==> config.mk <==
export PLATFORM = sky130hd
export DESIGN_NAME = mats_top
export DESIGN_NICKNAME = d
export VERILOG_FILES = /design/src/verilog/mats_symbol_tick.v /design/src/verilog/mats_top.v
export VERILOG_INCLUDE_DIRS = /design/src /design/src/verilog
export SDC_FILE = /design/constraint.sdc
export NUM_CORES = 1
export LEC_CHECK = 0
export ABC_AREA = 0
export BUFFER_PORTS_ARGS = -buffer_cell sky130_fd_sc_hd__buf_2
export CORE_ASPECT_RATIO = 0.6
export CORE_MARGIN = 4
export CORE_UTILIZATION = 51
export CTS_BUF_LIST = sky130_fd_sc_hd__clkbuf_16
export CTS_CLUSTER_DIAMETER = 200
export DETAILED_ROUTE_END_ITERATION = 10
export GPL_ROUTABILITY_DRIVEN = 0
export PLACE_DENSITY = 0.87
export SYNTH_ARGS = -nofsm -noshare
export SYNTH_HDL_FRONTEND = slang
export SYNTH_HIERARCHICAL = 1
export SYNTH_SLANG_ARGS = --single-unit
==> constraint.sdc <==
create_clock -name pclk -period 3.6 [get_ports pclk]
set_input_delay 0.36 -clock pclk [delete_from_list [all_inputs] [get_ports pclk]]
set_output_delay 0.36 -clock pclk [all_outputs]
set_load 0.1 [all_outputs]
==> src/verilog/mats_regs.vh <==
// Behaviour
// - Wait ack at most ack_wait_symbols symbols
// - Ack wait in 16us symbols, resets 0x39
// - Slot ends: guaranteed 7-4, contention 3-0
// - Derive 50 ns tick from clock
// - Nine-bit symbol tick count, resets 0x140
`ifndef MATS_REGS_VH
`define MATS_REGS_VH

// Register indices; byte address is four times the index
`define MATS_IDX_ACK_TIMEOUT_CONTROL 8'h12
`define MATS_IDX_SLOT_END_CONFIG 8'h13
`define MATS_IDX_SYMBOL_TICK_LOW 8'h14
`define MATS_IDX_SYMBOL_TICK_HIGH 8'h15
`define MATS_IDX_ACK_STATUS 8'h20

// Field positions
`define MATS_ACK_PEND_BIT 7
`define MATS_FGS_END_MSB 7
`define MATS_FGS_END_LSB 4
`define MATS_CPE_END_MSB 3
`define MATS_CPE_END_LSB 0
`define MATS_STAT_WAITING_BIT 0
`define MATS_STAT_TIMEOUT_BIT 1

// Reset values
`define MATS_RST_ACK_PEND 1'b0
`define MATS_RST_ACK_WAIT 7'h39
`define MATS_RST_SLOT_END 8'h00
`define MATS_RST_TICK_COUNT 9'h140

// Timing: tick of 50 ns from a 10 ns bus clock
`define MATS_CLK_PERIOD_NS 10
`define MATS_TICK_NS 50
`define MATS_SYMBOL_US 16
`define MATS_TICK_CYC (`MATS_TICK_NS / `MATS_CLK_PERIOD_NS)

`endif

==> src/verilog/mats_symbol_tick.v <==
`timescale 1ns/10ps
`include "mats_regs.vh"

// Tick prescaler and symbol-period divider
module mats_symbol_tick (
  input wire pclk,
  input wire presetn,
  input wire restart,
  input wire [8:0] symbol_tick_count,
  output reg tick_r,
  output reg symbol_r
);

  localparam integer TICK_LAST_I = `MATS_TICK_CYC - 1;
  localparam [2:0] TICK_LAST = TICK_LAST_I[2:0];

  reg [2:0] pre_r;
  reg [8:0] tick_cnt_r;
  wire [8:0] period_last;

  // A zero period would never strobe, so it acts as one tick
  assign period_last = (symbol_tick_count == 9'h000) ? 9'h000 : symbol_tick_count - 9'h001;

  // Prescaler gives one 50 ns tick pulse
  always @(posedge pclk or negedge presetn)
  begin
    if (!presetn)
    begin
      pre_r <= 3'h0;
      tick_r <= 1'b0;
    end
    else if (restart)
    begin
      pre_r <= 3'h0;
      tick_r <= 1'b0;
    end
    else
    begin
      tick_r <= (pre_r == TICK_LAST);
      pre_r <= (pre_r == TICK_LAST) ? 3'h0 : pre_r + 3'h1;
    end
  end

  // Counts ticks; the restart aligns symbols to the start of a wait
  always @(posedge pclk or negedge presetn)
  begin
    if (!presetn)
    begin
      tick_cnt_r <= 9'h000;
      symbol_r <= 1'b0;
    end
    else if (restart)
    begin
      tick_cnt_r <= 9'h000;
      symbol_r <= 1'b0;
    end
    else
    begin
      symbol_r <= 1'b0;
      if (tick_r)
      begin
        if (tick_cnt_r >= period_last)
        begin
          tick_cnt_r <= 9'h000;
          symbol_r <= 1'b1;
        end
        else
        begin
          tick_cnt_r <= tick_cnt_r + 9'h001;
        end
      end
    end
  end

endmodule // mats_symbol_tick

==> src/verilog/mats_top.v <==
// Chosen here: the APB interface to the registers.
`timescale 1ns/10ps
`include "mats_regs.vh"

// MAC ack, slot and symbol timing block with APB register access
module mats_top (
  input wire pclk,
  input wire presetn,
  input wire psel,
  input wire penable,
  input wire pwrite,
  input wire [31:0] paddr,
  input wire [31:0] pwdata,
  output reg [31:0] prdata,
  output wire pready,
  output wire pslverr,
  input wire frame_sent,
  input wire ack_received,
  input wire data_request_rx,
  output reg ack_frame_pending_r,
  output reg ack_waiting_r,
  output reg ack_timeout_r,
  output wire [3:0] first_guaranteed_slot_end,
  output wire [3:0] contention_period_end_slot
);

  localparam IDLE = 1'b0;
  localparam WAIT = 1'b1;

  // Configuration registers
  reg ack_frame_pending_set_r;
  reg [6:0] ack_wait_symbols_r;
  reg [7:0] slot_end_r;
  reg [8:0] symbol_tick_count_r;
  // Ack wait state
  reg timeout_seen_r;
  reg [6:0] sym_cnt_r;
  reg ack_waiting_nxt;
  reg [6:0] sym_cnt_nxt;
  reg ack_timeout_nxt;
  reg timeout_seen_nxt;
  // Bus side
  reg pready_r;
  reg [31:0] rdata_nxt;
  reg mapped;
  wire [7:0] idx;
  wire wr_en;
  wire access;
  wire access_first;
  wire wr_ack_ctrl;
  wire wr_slot_end;
  wire wr_tick_low;
  wire wr_tick_high;
  wire wr_status;
  // Symbol timing
  wire tick;
  wire symbol;
  wire start_wait;
  wire timeout_hit;

  // Byte address to register index; only aligned words decode
  function [7:0] addr_index;
    input [31:0] a;
    begin
      addr_index = (a[1:0] == 2'b00 && a[31:10] == 22'h00_0000) ? a[9:2] : 8'hff;
    end
  endfunction

  // Write strobe for one register index
  function reg_hit;
    input [7:0] i;
    input [7:0] want;
    begin
      reg_hit = (i == want);
    end
  endfunction

  // Registers are a byte wide; the upper bus bits read as zero
  function [31:0] zext8;
    input [7:0] b;
    begin
      zext8 = {24'h00_0000, b};
    end
  endfunction

  assign idx = addr_index(paddr);
  assign access = psel & penable;
  // One wait state so read data comes from a flip-flop
  assign pready = pready_r;
  assign pslverr = pready_r & ~mapped;
  assign wr_en = access & pready_r & pwrite & mapped;
  // Writes land at the edge where pready is high, never in the first cycle
  assign wr_ack_ctrl = wr_en & reg_hit(idx, `MATS_IDX_ACK_TIMEOUT_CONTROL);
  assign wr_slot_end = wr_en & reg_hit(idx, `MATS_IDX_SLOT_END_CONFIG);
  assign wr_tick_low = wr_en & reg_hit(idx, `MATS_IDX_SYMBOL_TICK_LOW);
  assign wr_tick_high = wr_en & reg_hit(idx, `MATS_IDX_SYMBOL_TICK_HIGH);
  // Status takes only the write-one clear of its timeout bit
  assign wr_status = wr_en & reg_hit(idx, `MATS_IDX_ACK_STATUS);
  assign access_first = access & ~pready_r;
  assign first_guaranteed_slot_end = slot_end_r[`MATS_FGS_END_MSB:`MATS_FGS_END_LSB];
  assign contention_period_end_slot = slot_end_r[`MATS_CPE_END_MSB:`MATS_CPE_END_LSB];

  // Read mux and decode of the mapped indices
  always @*
  begin
    rdata_nxt = 32'h0000_0000;
    mapped = 1'b1;
    // Unmapped and unaligned addresses answer with an error and zero data
    case (idx)
      `MATS_IDX_ACK_TIMEOUT_CONTROL:
        rdata_nxt = zext8({ack_frame_pending_set_r, ack_wait_symbols_r});
      `MATS_IDX_SLOT_END_CONFIG:
        rdata_nxt = zext8(slot_end_r);
      `MATS_IDX_SYMBOL_TICK_LOW:
        rdata_nxt = zext8(symbol_tick_count_r[7:0]);
      `MATS_IDX_SYMBOL_TICK_HIGH:
        rdata_nxt = zext8({7'h00, symbol_tick_count_r[8]});
      `MATS_IDX_ACK_STATUS:
        rdata_nxt = zext8({6'h00, timeout_seen_r, ack_waiting_r});
      default:
        mapped = 1'b0;
    endcase
  end

  // APB answer: pready rises in the second access cycle, for one cycle
  always @(posedge pclk or negedge presetn)
  begin
    if (!presetn)
    begin
      pready_r <= 1'b0;
      prdata <= 32'h0000_0000;
    end
    else
    begin
      pready_r <= access_first;
      // Read data is loaded early so it already stands when pready is high
      if (access_first & ~pwrite)
      begin
        prdata <= rdata_nxt;
      end
    end
  end

  // Pending control bit and ack wait field share one register
  always @(posedge pclk or negedge presetn)
  begin
    if (!presetn)
    begin
      ack_frame_pending_set_r <= `MATS_RST_ACK_PEND;
      ack_wait_symbols_r <= `MATS_RST_ACK_WAIT;
    end
    else if (wr_ack_ctrl)
    begin
      ack_frame_pending_set_r <= pwdata[`MATS_ACK_PEND_BIT];
      ack_wait_symbols_r <= pwdata[6:0];
    end
  end

  // Slot end register; each field is a plain 0 to 15 slot number
  always @(posedge pclk or negedge presetn)
  begin
    if (!presetn)
    begin
      slot_end_r <= `MATS_RST_SLOT_END;
    end
    else if (wr_slot_end)
    begin
      slot_end_r <= pwdata[7:0];
    end
  end

  // Tick count: low byte and top bit sit in two registers
  always @(posedge pclk or negedge presetn)
  begin
    if (!presetn)
    begin
      symbol_tick_count_r <= `MATS_RST_TICK_COUNT;
    end
    else
    begin
      // Changed in two writes, the period is briefly a mix of old and new
      if (wr_tick_low)
      begin
        symbol_tick_count_r[7:0] <= pwdata[7:0];
      end
      if (wr_tick_high)
      begin
        symbol_tick_count_r[8] <= pwdata[0];
      end
    end
  end

  // Frame pending bit is latched when a data request arrives
  always @(posedge pclk or negedge presetn)
  begin
    if (!presetn)
    begin
      ack_frame_pending_r <= 1'b0;
    end
    else if (data_request_rx)
    begin
      ack_frame_pending_r <= ack_frame_pending_set_r;
    end
  end

  // A new frame restarts the symbol divider so the first symbol is whole
  assign start_wait = frame_sent;
  // Compare with >= so a wait value lowered mid-wait still ends the wait
  assign timeout_hit = (ack_waiting_r == WAIT) && (sym_cnt_r >= ack_wait_symbols_r);

  mats_symbol_tick u_tick (
    .pclk(pclk),
    .presetn(presetn),
    .restart(start_wait),
    .symbol_tick_count(symbol_tick_count_r),
    .tick_r(tick),
    .symbol_r(symbol)
  );

  // Ack wait next state; ack beats a timeout in the same cycle
  always @*
  begin
    ack_waiting_nxt = ack_waiting_r;
    sym_cnt_nxt = sym_cnt_r;
    ack_timeout_nxt = 1'b0;
    case (ack_waiting_r)
      IDLE:
      begin
        // An ack arriving while idle is ignored
        if (start_wait)
        begin
          ack_waiting_nxt = WAIT;
          sym_cnt_nxt = 7'h00;
        end
      end
      WAIT:
      begin
        if (start_wait)
        begin
          // A resent frame opens a fresh wait window
          sym_cnt_nxt = 7'h00;
        end
        else if (ack_received)
        begin
          ack_waiting_nxt = IDLE;
        end
        else if (timeout_hit)
        begin
          ack_waiting_nxt = IDLE;
          ack_timeout_nxt = 1'b1;
        end
        else if (symbol)
        begin
          sym_cnt_nxt = sym_cnt_r + 7'h01;
        end
      end
      default:
        ack_waiting_nxt = IDLE;
    endcase
  end

  // Ack wait registers; the timeout pulse lasts one cycle
  always @(posedge pclk or negedge presetn)
  begin
    if (!presetn)
    begin
      ack_waiting_r <= IDLE;
      sym_cnt_r <= 7'h00;
      ack_timeout_r <= 1'b0;
    end
    else
    begin
      ack_waiting_r <= ack_waiting_nxt;
      sym_cnt_r <= sym_cnt_nxt;
      ack_timeout_r <= ack_timeout_nxt;
    end
  end

  // Sticky timeout flag; a new timeout wins over a write-one clear
  always @*
  begin
    timeout_seen_nxt = timeout_seen_r;
    // Timeout and clear in one cycle: the timeout is kept
    if (ack_timeout_r)
    begin
      timeout_seen_nxt = 1'b1;
    end
    else if (wr_status && pwdata[`MATS_STAT_TIMEOUT_BIT])
    begin
      timeout_seen_nxt = 1'b0;
    end
  end

  // Timeout flag register
  always @(posedge pclk or negedge presetn)
  begin
    if (!presetn)
    begin
      timeout_seen_r <= 1'b0;
    end
    else
    begin
      timeout_seen_r <= timeout_seen_nxt;
    end
  end

endmodule // mats_top

# --- After elaboration in Yosys (flattened, before gate mapping) ---
# Cells that the tools add are included.
word_totals:
  output_inout_bits: 45
  word_cells: 88
  reg_bits: 83
  latchBits: 0
  ramBits: 0
  mem_bits_ro: 0
  memories: 0
classes:
  div: 0
  n_lt_le_gt_ge: 2
  reduce_logical: 10
  n_addsub: 4
  n_mul: 0
  shift: 0
  n_mux: 30
  eq_ne: 10
  n_bitwise: 16
ops:
  columns: ["op", "count"]
  rows:
  - ["$pmux 8 s5", 1]
  - ["$mux 9", 4]
  - ["$mux 7", 5]
  - ["$eq 8x5->1 const B", 4]
  - ["$logic_not 22->1", 1]
  - ["$mux 1", 15]
  - ["$pmux 7 s2", 1]
  - ["$and 1x1->1", 12]
  - ["$add 9x1->9 const B", 1]
  - ["$ge 9x9->1", 1]
  - ["$logic_not 9->1", 1]
  - ["$sub 9x1->9 const B", 1]
  - ["$eq 8x6->1 const B", 1]
  - ["$mux 8", 1]
  - ["$add 7x1->7 const B", 1]
  - ["$ge 7x7->1", 1]
  - ["$mux 3", 2]
  - ["$ne 3x3->1 const B", 2]
  - ["$reduce_or 5->1", 1]
  - ["$not 1->1", 4]
  - ["$reduce_and 4->1", 1]
  - ["$reduce_bool 2->1", 2]
  - ["$add 3x1->3 const B", 1]
  - ["$eq 3x3->1 const B", 1]
  - ["5 further kinds", 7]

# --- Depth between registers and ports, before layout ---
# Gate-level depths: netlist of the first run.
logic_depth:
  depth_word: 11
  mapped_depth: 14
  mapped_depth_nobuf: 12

# --- By module ---
# Netlist of the first run, hierarchy kept.
modules_own_cells:
  columns: ["module", "cells_per_inst", "area_each_um2", "instances"]
  rows:
  - ["mats_top", 235, 2499.9, 1]
  - ["mats_symbol_tick", 130, 1107.3, 1]

# --- Worst setup path before layout of the first run ---
# OpenSTA, ideal clock, no wires.
synth_path:
  kind: "register -> register"
  start: "register symbol_tick_count_r[0]"
  end: "register u_tick.tick_cnt_r[4]"
  t_required_ns: 3.518
  setup_ns: 0.082
  stages_incl_launch_ff: 15
  t_arrival_ns: 2.824
  n_path_buf: 2
  setup_slack_ns: 0.694
  path_cell_list: "dfrtp_1 -> inv_1 -> ha_1 -> nand3_2 -> or3_4 -> or2_1 -> buf_6 -> and2_4 -> ha_1 -> nor2b_1 -> o21ai_0 -> a211oi_2 -> buf_6 -> nand3b_1 -> a31oi_1"
synth_between:
  elab_chain_cells: 6
  elab_cells_between_ends: 7
  cone_classes: "add/sub (1); order compare (1); mux (4); reduce/logical (1)"
synth_rtl:
  columns: ["element", "line", "text"]
  rows:
  - ["from (decl)", "mats_top.v:34", "reg [8:0] symbol_tick_count_r;"]
  - ["from (signal assigned)", "mats_top.v:177", "symbol_tick_count_r <= `MATS_RST_TICK_COUNT;"]
  - ["from (signal assigned)", "mats_top.v:184", "symbol_tick_count_r[7:0] <= pwdata[7:0];"]
  - ["$sub 9x1->9 or $logic_not 9->1 (tied branches)", "mats_symbol_tick.v:22", "assign period_last = (symbol_tick_count == 9'h000) ? 9'h000 : symbol_tick_count - 9'h001;"]
  - ["$mux 9 *", "mats_symbol_tick.v:22", null]
  - ["$ge 9x9->1 *", "mats_symbol_tick.v:62", "if (tick_cnt_r >= period_last)"]
  - ["$mux 9 *", "mats_symbol_tick.v:62", null]
  - ["$mux 9 *", "mats_symbol_tick.v:60", "if (tick_r)"]
  - ["$mux 9 *", "mats_symbol_tick.v:52", "else if (restart)"]
  - ["to (signal assigned)", "mats_symbol_tick.v:69", "tick_cnt_r <= tick_cnt_r + 9'h001;"]
  - ["to (decl)", "mats_symbol_tick.v:18", "reg [8:0] tick_cnt_r;"]
# Mark *: on every way between the ends. The rest lies on a longest branch, timed or not. The select of a mux whose other input is x is not followed.
# A chain may end at the register's enable or synchronous reset.

# --- Final worst setup path of the first run ---
# Same ends and word-level chain as after synthesis.

==> flow_summary.ini, run 1 <==
[run_status]
status = finished clean

[routing]
ant_nets = 0
viasPerCell = 5.560
first_pass_iters = 4
drc = 0
drt-initial-drc-count = 236
wl_mm = 8.851
detail_route.wl_per_cell_um = 16.80
via_count = 2930

[critical_path]
path_max_fanout = 17
required_ns = 3.85
crit_path_top_delay_cell = dfrtp_1
worstSetupStartpoint = symbol_tick_count_r[0]
crit_chain = inv_1 > ha_1 > nand3_2 > or3_4 > or2_1 > and2_4 > ha_1 > nor2b_1 > o21ai_0 > a211oi_2 > buf_4 > nand4b_1 > a31oi_1
start_kind = register
reg2reg_slack_ns = 0.54
r2r_start = symbol_tick_count_r[0]
crit_path_end_kind = register
cp_slowest_stage_delay_ns = 0.41
path_class = reg -> reg
critical_path_arrival_ns = 3.31
regToRegEndpoint = u_tick/tick_cnt_r[4]
crit_path_frequent_cell = ha_1
rr_worst_depth = 13

[clock_network]
root_buffer = clkbuf_16
post_cts_buffers = 0
ctsHoldBuffers = 0
tritoncts = done
htree_levels = 3
cts_made_buffers = 9
cts_buffer_depth = 2
cts_resized = 0
clock-sinks = 59
clock_latency_ns = 0.33
cts.clk_slew.worst_paths_ns = 0.05

[job]
max_cap_violations = 0

[sta]
fin_skew_ns = 0.003797
slew_violations = 0
setup_ws_ns = 0.5410
period_needed_ns = 3.059
finalCritPeriodShare = 0.8497
slew_headroom = 0.4050
setup_viol = 0
hold_viol = 0
grt_setup_unrepaired = no
fmax_ghz = 0.3269
finalSetupTns_ns = 0
tightest_slew_ns = 0.8924

[synth]
synth_edf_count = 0
yosysWarnings = 6
ys.flop_type = dfrtp_1
synthCells = 365
ys_types = 52
synth-seq-area-share = 0.4114
avgSynthCellArea_um2 = 9.883
synth_area_leaders = dfrtp_1 37%, mux2_2 9.4%, ha_1 7.3%, buf_4 5.0%, dfstp_2 4.4%
synth_largest_area_cell = dfrtp_1
synth-seq-cells = 59
netlist_area_um2 = 3607
synth_top_area_share = 0.3677
async_flop_share = 1.000

[pwr]
ir_drop_v = 0.0004250
p_leak_nw = 2.073
p_per_area_nw_per_um2 = 410.8

[layout]
drive_above_1_share = 0.3023
design_area_um2 = 4225
multi_input_area_um2 = 1907
filler_cell_count = 561
antennaDiodeCount = 0
regArea_um2 = 1484
final_nets = 528
syn_to_final_growth_pct = 17.13

[global_route]
grt_overflow = 0
grt_max_degree = 40
busiest_layer = met2
grt_pass1_wl_mm = 14.15
grt.met2_usage = 0.3169
grt_pass1_vias = 2863
met3_usage = 0.07622
met1_usage = 0.3120
antenna_found_initial = 0
grt_usage = 0.2197

[floorplan]
die_w_um = 116.6
core_area_um2 = 6763
die_h_um = 73.15
initial_core_util = 0.5334
ioPinCount = 117
num_rows = 23
die-area_um2 = 8527

[placed_design]
place_area_um2 = 3923
place_hpwl_mm = 6.766
port_buffers = 68
dpl_worst_slack_ns = 0.6053

[min_path]
hold_class = in -> async
==> kinds of logic after synthesis <==
| family | count (synthesis) | share of synthesized area |
|---|---|---|
| xor+xnor | 8 | 0.01942 |
| compound gates | 53 | 0.08915 |
| buf+inv | 52 | 0.08394 |
| fa+ha+maj | 21 | 0.07284 |
| other cells | 1 | 0.001040 |
| mux | 40 | 0.1214 |
| simple gates | 131 | 0.2008 |
| flops | 59 | 0.4114 |
==> cell usage after synthesis (4+ instances only) <==
library cell / count
nand3_1: 16
nor4_1: 8
a21oi_1: 20
ha_1: 21
a211oi_1: 4
mux2i_1: 10
dfrtp_1: 53
o21ai_0: 8
inv_1: 18
xor2_1: 4
nor2b_1: 9
nand4_1: 6
mux2_2: 30
dfstp_2: 6
xnor2_1: 4
clkbuf_1: 6
buf_4: 24
a31oi_1: 9
nor2_1: 27
nand2_1: 26
and3_1: 4
nand2b_1: 9
==> worst max-delay path by stage <==
stage and to:
3_3_place_gp u_tick/tick_cnt_r[4], 6_report u_tick/tick_cnt_r[4], 5_1_grt u_tick/tick_cnt_r[4], 3_5_place_dp u_tick/tick_cnt_r[5]
4_1_cts u_tick/tick_cnt_r[4], 2_1_floorplan u_tick/tick_cnt_r[4]
==> layout make-up <==
cell class | instances | area share
Multi-Input combinational cell | 277 | 0.4513
Sequential cell | 59 | 0.3512
Timing Repair Buffer | 70 | 0.08410
Clock buffer | 9 | 0.05330
Tap cell | 87 | 0.02576
Clock inverter | 7 | 0.01836
Inverter | 18 | 0.01599
==> cell usage in the layout (no fill, tap or decap), types with 6 or more instances in the layout <==
cell type  netlist  routed
nand3_1         16      16
a21oi_1         20      20
nor4_1           8       8
o21ai_0          8       8
dfstp_2          6       6
nand2_1         26      26
nand4_1          6       6
mux2_2          30      30
inv_1           18      18
mux2i_1         10      10
ha_1            21      21
buf_2            2      68
conb_1           1      24
a31oi_1          9       9
nor2_1          27      27
nand2b_1         9       9
nor2b_1          9       9
dfrtp_1         53      53
clkbuf_16        0       9
==> metrics by stage <==
step                utilization  instances  total power, mW  hold slack [ns]
detailed placement       0.5800        511           0.8884           0.4707
floorplan                     -        388           0.8547          0.06441
global placement         0.5800        511           0.8849           0.4543
finish                   0.6248        527            1.736           0.1404
CTS                      0.6248        527            1.753           0.1710
global route             0.6248        527            1.796           0.2128
==> worst max-delay path: cells and delay by family, from the launching register on <==
kind | cells | cell delay (ns)
simple gates | 6 | 1.20
compound gates | 3 | 0.53
fa+ha+maj | 2 | 0.49
flops | 1 | 0.41
buf+inv | 2 | 0.36
==> per-layer routing <==
metal,vias to the layer above,part of all wire
li1,1385,-
met1,1418,0.46
met2,118,0.44
met3,9,0.084
met4,0,0.013
met5,-,0
==> power by group <==
group | leakage [nW] | switching [mW] | total (mW) | internal [mW]
combinational | 1.14 | 0.172 | 0.204 | 0.0326
clock | 0.146 | 0.319 | 0.858 | 0.539
sequential | 0.791 | 0.00494 | 0.674 | 0.669
==> flip-flops by register name, summed over array words and instances, names as in the netlist, 3 cells and up <==
| name | cells |
|---|---|
| u_tick/tick_cnt_r | 9 |
| ack_wait_symbols_r | 7 |
| slot_end_r | 8 |
| u_tick/pre_r | 3 |
| symbol_tick_count_r | 9 |
| sym_cnt_r | 7 |
| prdata | 8 |
Note: power is estimated with default switching activity, not from simulation.
==> run 2: changes to the inputs <==
--- a/config.mk
+++ b/config.mk
@@ -10,12 +10,12 @@
 export BUFFER_PORTS_ARGS = -buffer_cell sky130_fd_sc_hd__buf_2
 export CORE_ASPECT_RATIO = 0.6
 export CORE_MARGIN = 4
-export CORE_UTILIZATION = 51
+export CORE_UTILIZATION = 46
 export CTS_BUF_LIST = sky130_fd_sc_hd__clkbuf_16
 export CTS_CLUSTER_DIAMETER = 200
 export DETAILED_ROUTE_END_ITERATION = 10
 export GPL_ROUTABILITY_DRIVEN = 0
-export PLACE_DENSITY = 0.87
+export PLACE_DENSITY = 0.83
 export SYNTH_ARGS = -nofsm -noshare
 export SYNTH_HDL_FRONTEND = slang
 export SYNTH_HIERARCHICAL = 1
==> constraint.sdc (replaced) <==
create_clock -name pclk -period 2.54 [get_ports pclk]
set_input_delay 0.254 -clock pclk [delete_from_list [all_inputs] [get_ports pclk]]
set_output_delay 0.254 -clock pclk [all_outputs]
set_load 0.1 [all_outputs]
==> flow_summary.ini, run 2 (synthesis gave the netlist of run 1 again) <==
[layout]
antennaDiodeCount = 0
final_common_cell = buf_2
layout_common_cells = 69 x buf_2, 53 x dfrtp_1, 30 x mux2_2
final_util = 0.5973
final_nets = 548
reg.largest.list = symbol_tick_count_r: 9 flops, u_tick/tick_cnt_r: 9 flops
drive_above_1_share = 0.3565
syn_to_final_growth_pct = 23.31

[floorplan]
core_area_um2 = 7447
die-area_um2 = 9369
die_h_um = 76.60
initial_core_util = 0.4844
ioPinCount = 117
die_w_um = 122.3
num_rows = 24

[sta]
hold_viol = 0
setup_viol = 10
slew_violations = 0
finalCritPeriodShare = 1.090
period_needed_ns = 2.768
hold_ws_ns = 0.1194
finalSetupTns_ns = -1.960
setup_ws_ns = -0.2282
fin_skew_ns = 0.009407
fmax_ghz = 0.3612
slew_headroom = 0.6275
tightest_slew_ns = 0.5587
grt_setup_unrepaired = yes

[critical_path]
required_ns = 2.79
crit_path_end_kind = register
path_max_fanout = 8
start_kind = register
path_class = reg -> reg
critical_path_arrival_ns = 3.02

[clock_network]
htree_levels = 3
cts_buffer_depth = 2
cts_made_buffers = 9
clock_latency_ns = 0.34
tritoncts = done
clock-sinks = 59
root_buffer = clkbuf_16
cts.clk_slew.worst_paths_ns = 0.06

[routing]
viasPerCell = 5.324
detail_route.wl_per_cell_um = 16.54
wl_mm = 9.326
first_pass_iters = 4
drt-initial-drc-count = 184
via_count = 3003
ant_nets = 0
drc = 0

[run_status]
failed_checks = negative setup slack
status = finished with violations

[global_route]
antenna_found_initial = 0
grt_usage = 0.2074
grt_overflow = 0
grt_pass1_wl_mm = 15.06
grt_pass1_vias = 2947
grt_max_degree = 60

[job]
max_cap_violations = 0

[placed_design]
dpl_worst_slack_ns = -0.2823
port_buffers = 68
place_hpwl_mm = 7.042

[min_path]
hold_class = in -> reg

[pwr]
p_per_area_nw_per_um2 = 520.5
finalPower_mw = 2.315
p_leak_nw = 2.178
ir_drop_v = 0.0003978
==> run 2: cell count changes in the layout (fill, tap and decap cells not counted), sizes merged <==
| cell | before | now |
|---|---|---|
| dlygate4sd3 | 0 | 1 |
| inv | 19 | 20 |
| bufinv | 1 | 0 |
| buf | 70 | 89 |
| clkinvlp | 1 | 2 |
| clkinv | 4 | 3 |
==> run 2: critical path, stage by stage, from the launching register on <==
cell and delay, ns:
dfrtp_1 0.37, nor2_1 0.21, nand3_2 0.11, or3_4 0.37, or2_4 0.28, and2_4 0.16, ha_4 0.20, nor2b_1 0.11
o21ai_1 0.09, a211oi_2 0.28, buf_4 0.22, nand3_2 0.09, a31oi_1 0.19
==> run 2: final timing paths <==
check,start,end,slack (ns),cells after the start
setup / recovery,symbol_tick_count_r[4],u_tick/tick_cnt_r[6],-0.23,12
max in group asynchronous,presetn,ack_wait_symbols_r[0],1.78,3
hold / removal,ack_received,ack_timeout_r,0.12,2
setup reg to reg,symbol_tick_count_r[4],u_tick/tick_cnt_r[6],-0.23,12
min in group asynchronous,presetn,slot_end_r[6],0.44,3
hold reg to reg,prdata[6],prdata[6],0.48,2
==> run 2: final cells by class <==
class | instances | area (um2)
well taps | 104 | 130.1
multi-input cells | 277 | 1982
fillers | 658 | 2999
repair buffers | 90 | 521.8
clock inverters | 7 | 37.54
flip-flops and latches | 59 | 1484
clock buffers | 9 | 225.2
inverters | 18 | 67.56
==> run 2: report_power, final <==
part	leakage, nW	switching [mW]	internal [mW]	total, mW
sequential	0.791	0.00726	0.949	0.956
combinational	1.25	0.243	0.0494	0.293
clock	0.134	0.422	0.644	1.07
total	2.18	0.673	1.64	2.32
==> run 2: through the flow <==
| step | area [um2] | cells |
|---|---|---|
| floorplan | 3709 | 388 |
| global placement | 4084 | 543 |
| detailed placement | 4084 | 543 |
| CTS | 4403 | 563 |
| global route | 4448 | 564 |
| finish | 4448 | 564 |
==> run 2: routing by layer <==
layer  vias up  share of wire  GRT usage  wire, um
met1      1446           0.45     0.2948      4242
li1       1427              -          -         -
met2       115           0.44     0.2964      4111
met3        15          0.089    0.07196       827
met4         0          0.015    0.06145       144
met5         -              0          0         0
==> run 2: timing repair <==
action                     in CTS  in global routing
gates cloned                    1                  0
gates resized for setup         7                  7
hold buffers                    1                  0
setup endpoints to repair      10                 11
pin swaps                       7                  3
buffers inserted                2                  1
hold endpoints to repair       53                  0
==> run 3: changes to the inputs <==
--- a/config.mk
+++ b/config.mk
@@ -10,12 +10,13 @@
 export BUFFER_PORTS_ARGS = -buffer_cell sky130_fd_sc_hd__buf_2
 export CORE_ASPECT_RATIO = 0.6
 export CORE_MARGIN = 4
-export CORE_UTILIZATION = 46
+export CORE_UTILIZATION = 32
 export CTS_BUF_LIST = sky130_fd_sc_hd__clkbuf_16
 export CTS_CLUSTER_DIAMETER = 200
 export DETAILED_ROUTE_END_ITERATION = 10
 export GPL_ROUTABILITY_DRIVEN = 0
-export PLACE_DENSITY = 0.83
+export PLACE_DENSITY = 0.64
+export RECOVER_POWER = 100
 export SYNTH_ARGS = -nofsm -noshare
 export SYNTH_HDL_FRONTEND = slang
 export SYNTH_HIERARCHICAL = 1
==> flow_summary.ini, run 3 (synthesis gave the netlist of run 1 again) <==
[clock_network]
cts_made_buffers = 9
htree_levels = 3
root_buffer = clkbuf_16
cts.clk_slew.worst_paths_ns = 0.05
clock-sinks = 59
clock_latency_ns = 0.33
cts_buffer_depth = 2
tritoncts = done
ctsHoldBuffers = 0

[sta]
grt_setup_unrepaired = yes
slew_headroom = 0.02297
setup_viol = 10
setup_ws_ns = -0.2216
tightest_slew_ns = 1.466
slew_violations = 0
fin_skew_ns = 0.008046
hold_viol = 0
period_needed_ns = 2.762
finalCritPeriodShare = 1.087
fmax_ghz = 0.3621

[critical_path]
required_ns = 2.72
start_kind = register
critical_path_arrival_ns = 2.94
crit_path_end_kind = register
cp_slowest_stage_delay_ns = 0.39
crit_path_top_delay_cell = dfrtp_1
crit_path_frequent_cell = ha_4
path_class = reg -> reg
reg2reg_slack_ns = -0.22
crit_chain = inv_2 > ha_4 > nand3_2 > or3_4 > or2_4 > and2_4 > ha_4 > nor2b_4 > o21ai_2 > a211oi_4 > buf_4 > buf_6 > a31oi_1 > a21oi_1
path_max_fanout = 7

[routing]
drt-initial-drc-count = 154
drc = 0
via_count = 2994
detail_route.wl_per_cell_um = 15.75
ant_nets = 0
wl_mm = 9.498
first_pass_iters = 5
viasPerCell = 4.965

[global_route]
grt_overflow = 0
grt_usage = 0.1486
antenna_found_initial = 0
grt_max_degree = 60
grt_pass1_wl_mm = 15.74
grt_pass1_vias = 3063

[layout]
reg.largest.list = symbol_tick_count_r: 9 flops, u_tick/tick_cnt_r: 9 flops
syn_to_final_growth_pct = 26.40
final_common_cell = dfrtp_1
final_nets = 552
antennaDiodeCount = 0
layout_common_cells = 53 x dfrtp_1, 46 x buf_2, 30 x mux2_2
drive_above_1_share = 0.3297
design_area_um2 = 4559

[placed_design]
dpl_worst_slack_ns = -0.2816
port_buffers = 68
place_area_um2 = 4138
place_hpwl_mm = 7.114

[run_status]
failed_checks = negative setup slack
status = finished with violations

[floorplan]
die_h_um = 90.24
die-area_um2 = 13090
ioPinCount = 117
num_rows = 29
die_w_um = 145.1
core_area_um2 = 10780
initial_core_util = 0.3347

[pwr]
p_leak_nw = 2.116
finalPower_mw = 2.409
p_per_area_nw_per_um2 = 528.3
ir_drop_v = 0.0003623

[job]
max_cap_violations = 0

[min_path]
hold_class = in -> reg
run 3: changes by cell type in the layout (fill, tap and decap cells not counted), sizes merged:
cell	change
bufinv	+1
clkinv	-1
dlygate4sd3	-1
buf	-21
clkbuf	+26
run 3: report_power, final:
part	switching (mW)	internal [mW]
Combinational	0.241	0.0444
Sequential	0.00841	0.948
Clock	0.419	0.747
run 3: worst max-delay path: cells and delay by family, from the launching register on:
kind                     cells  cell delay, ns
adder cells (fa/ha/maj)      2            0.42
AND/OR/NAND/NOR              5            0.92
AO/OA/AOI/OAI                4            0.52
buffers and inverters        3            0.36
flip-flops                   1            0.39
run 3: per-stage QoR:
step                      hold slack [ns]  cells  TNS, ns    util
after CTS                          0.1062    601   -1.342  0.4155
after global placement             0.4471    581   -1.489  0.3840
after global routing               0.1357    603   -3.157  0.4231
after detailed placement           0.4548    581   -2.275  0.3840
after floorplan                  -0.04159    388   -2.799       -
final                              0.1510    603   -1.722  0.4231
run 3: cell type report:
class | instances | area [um2]
Clock inverter | 7 | 62.56
Clock buffer | 9 | 225.2
Inverter | 18 | 67.56
Tap cell | 139 | 173.9
Timing Repair Buffer | 94 | 500.5
Multi-Input combinational cell | 277 | 2046
Sequential cell | 59 | 1484
Fill cell | 1056 | 6217
run 3: timing repair:
item                                    CTS  global route
cloned                                    1             0
pin swaps                                 7             9
endpoints found under the setup margin   10            10
gates resized for setup                   7            23
setup buffers                             3             2
run 3: final timing paths:
path                                   startpoint  depth (start not counted)                    to
hold / removal                       ack_received                          2         ack_timeout_r
hold reg to reg                   u_tick/pre_r[0]                          1       u_tick/pre_r[0]
min in group asynchronous                 presetn                          2          sym_cnt_r[4]
max in group asynchronous                 presetn                          2             prdata[5]
setup reg to reg           symbol_tick_count_r[0]                         14  u_tick/tick_cnt_r[8]
setup / recovery           symbol_tick_count_r[0]                         14  u_tick/tick_cnt_r[8]
run 3: routing by layer:
| layer | wire length, um | part of all wire | up-vias | track usage |
|---|---|---|---|---|
| met4 | 28 | 0.0029 | 0 | 0.02528 |
| li1 | - | - | 1439 | - |
| met1 | 4706 | 0.50 | 1486 | 0.2166 |
| met3 | 466 | 0.049 | 2 | 0.04221 |
| met5 | 0 | 0 | - | 0 |
| met2 | 4296 | 0.45 | 67 | 0.2223 |
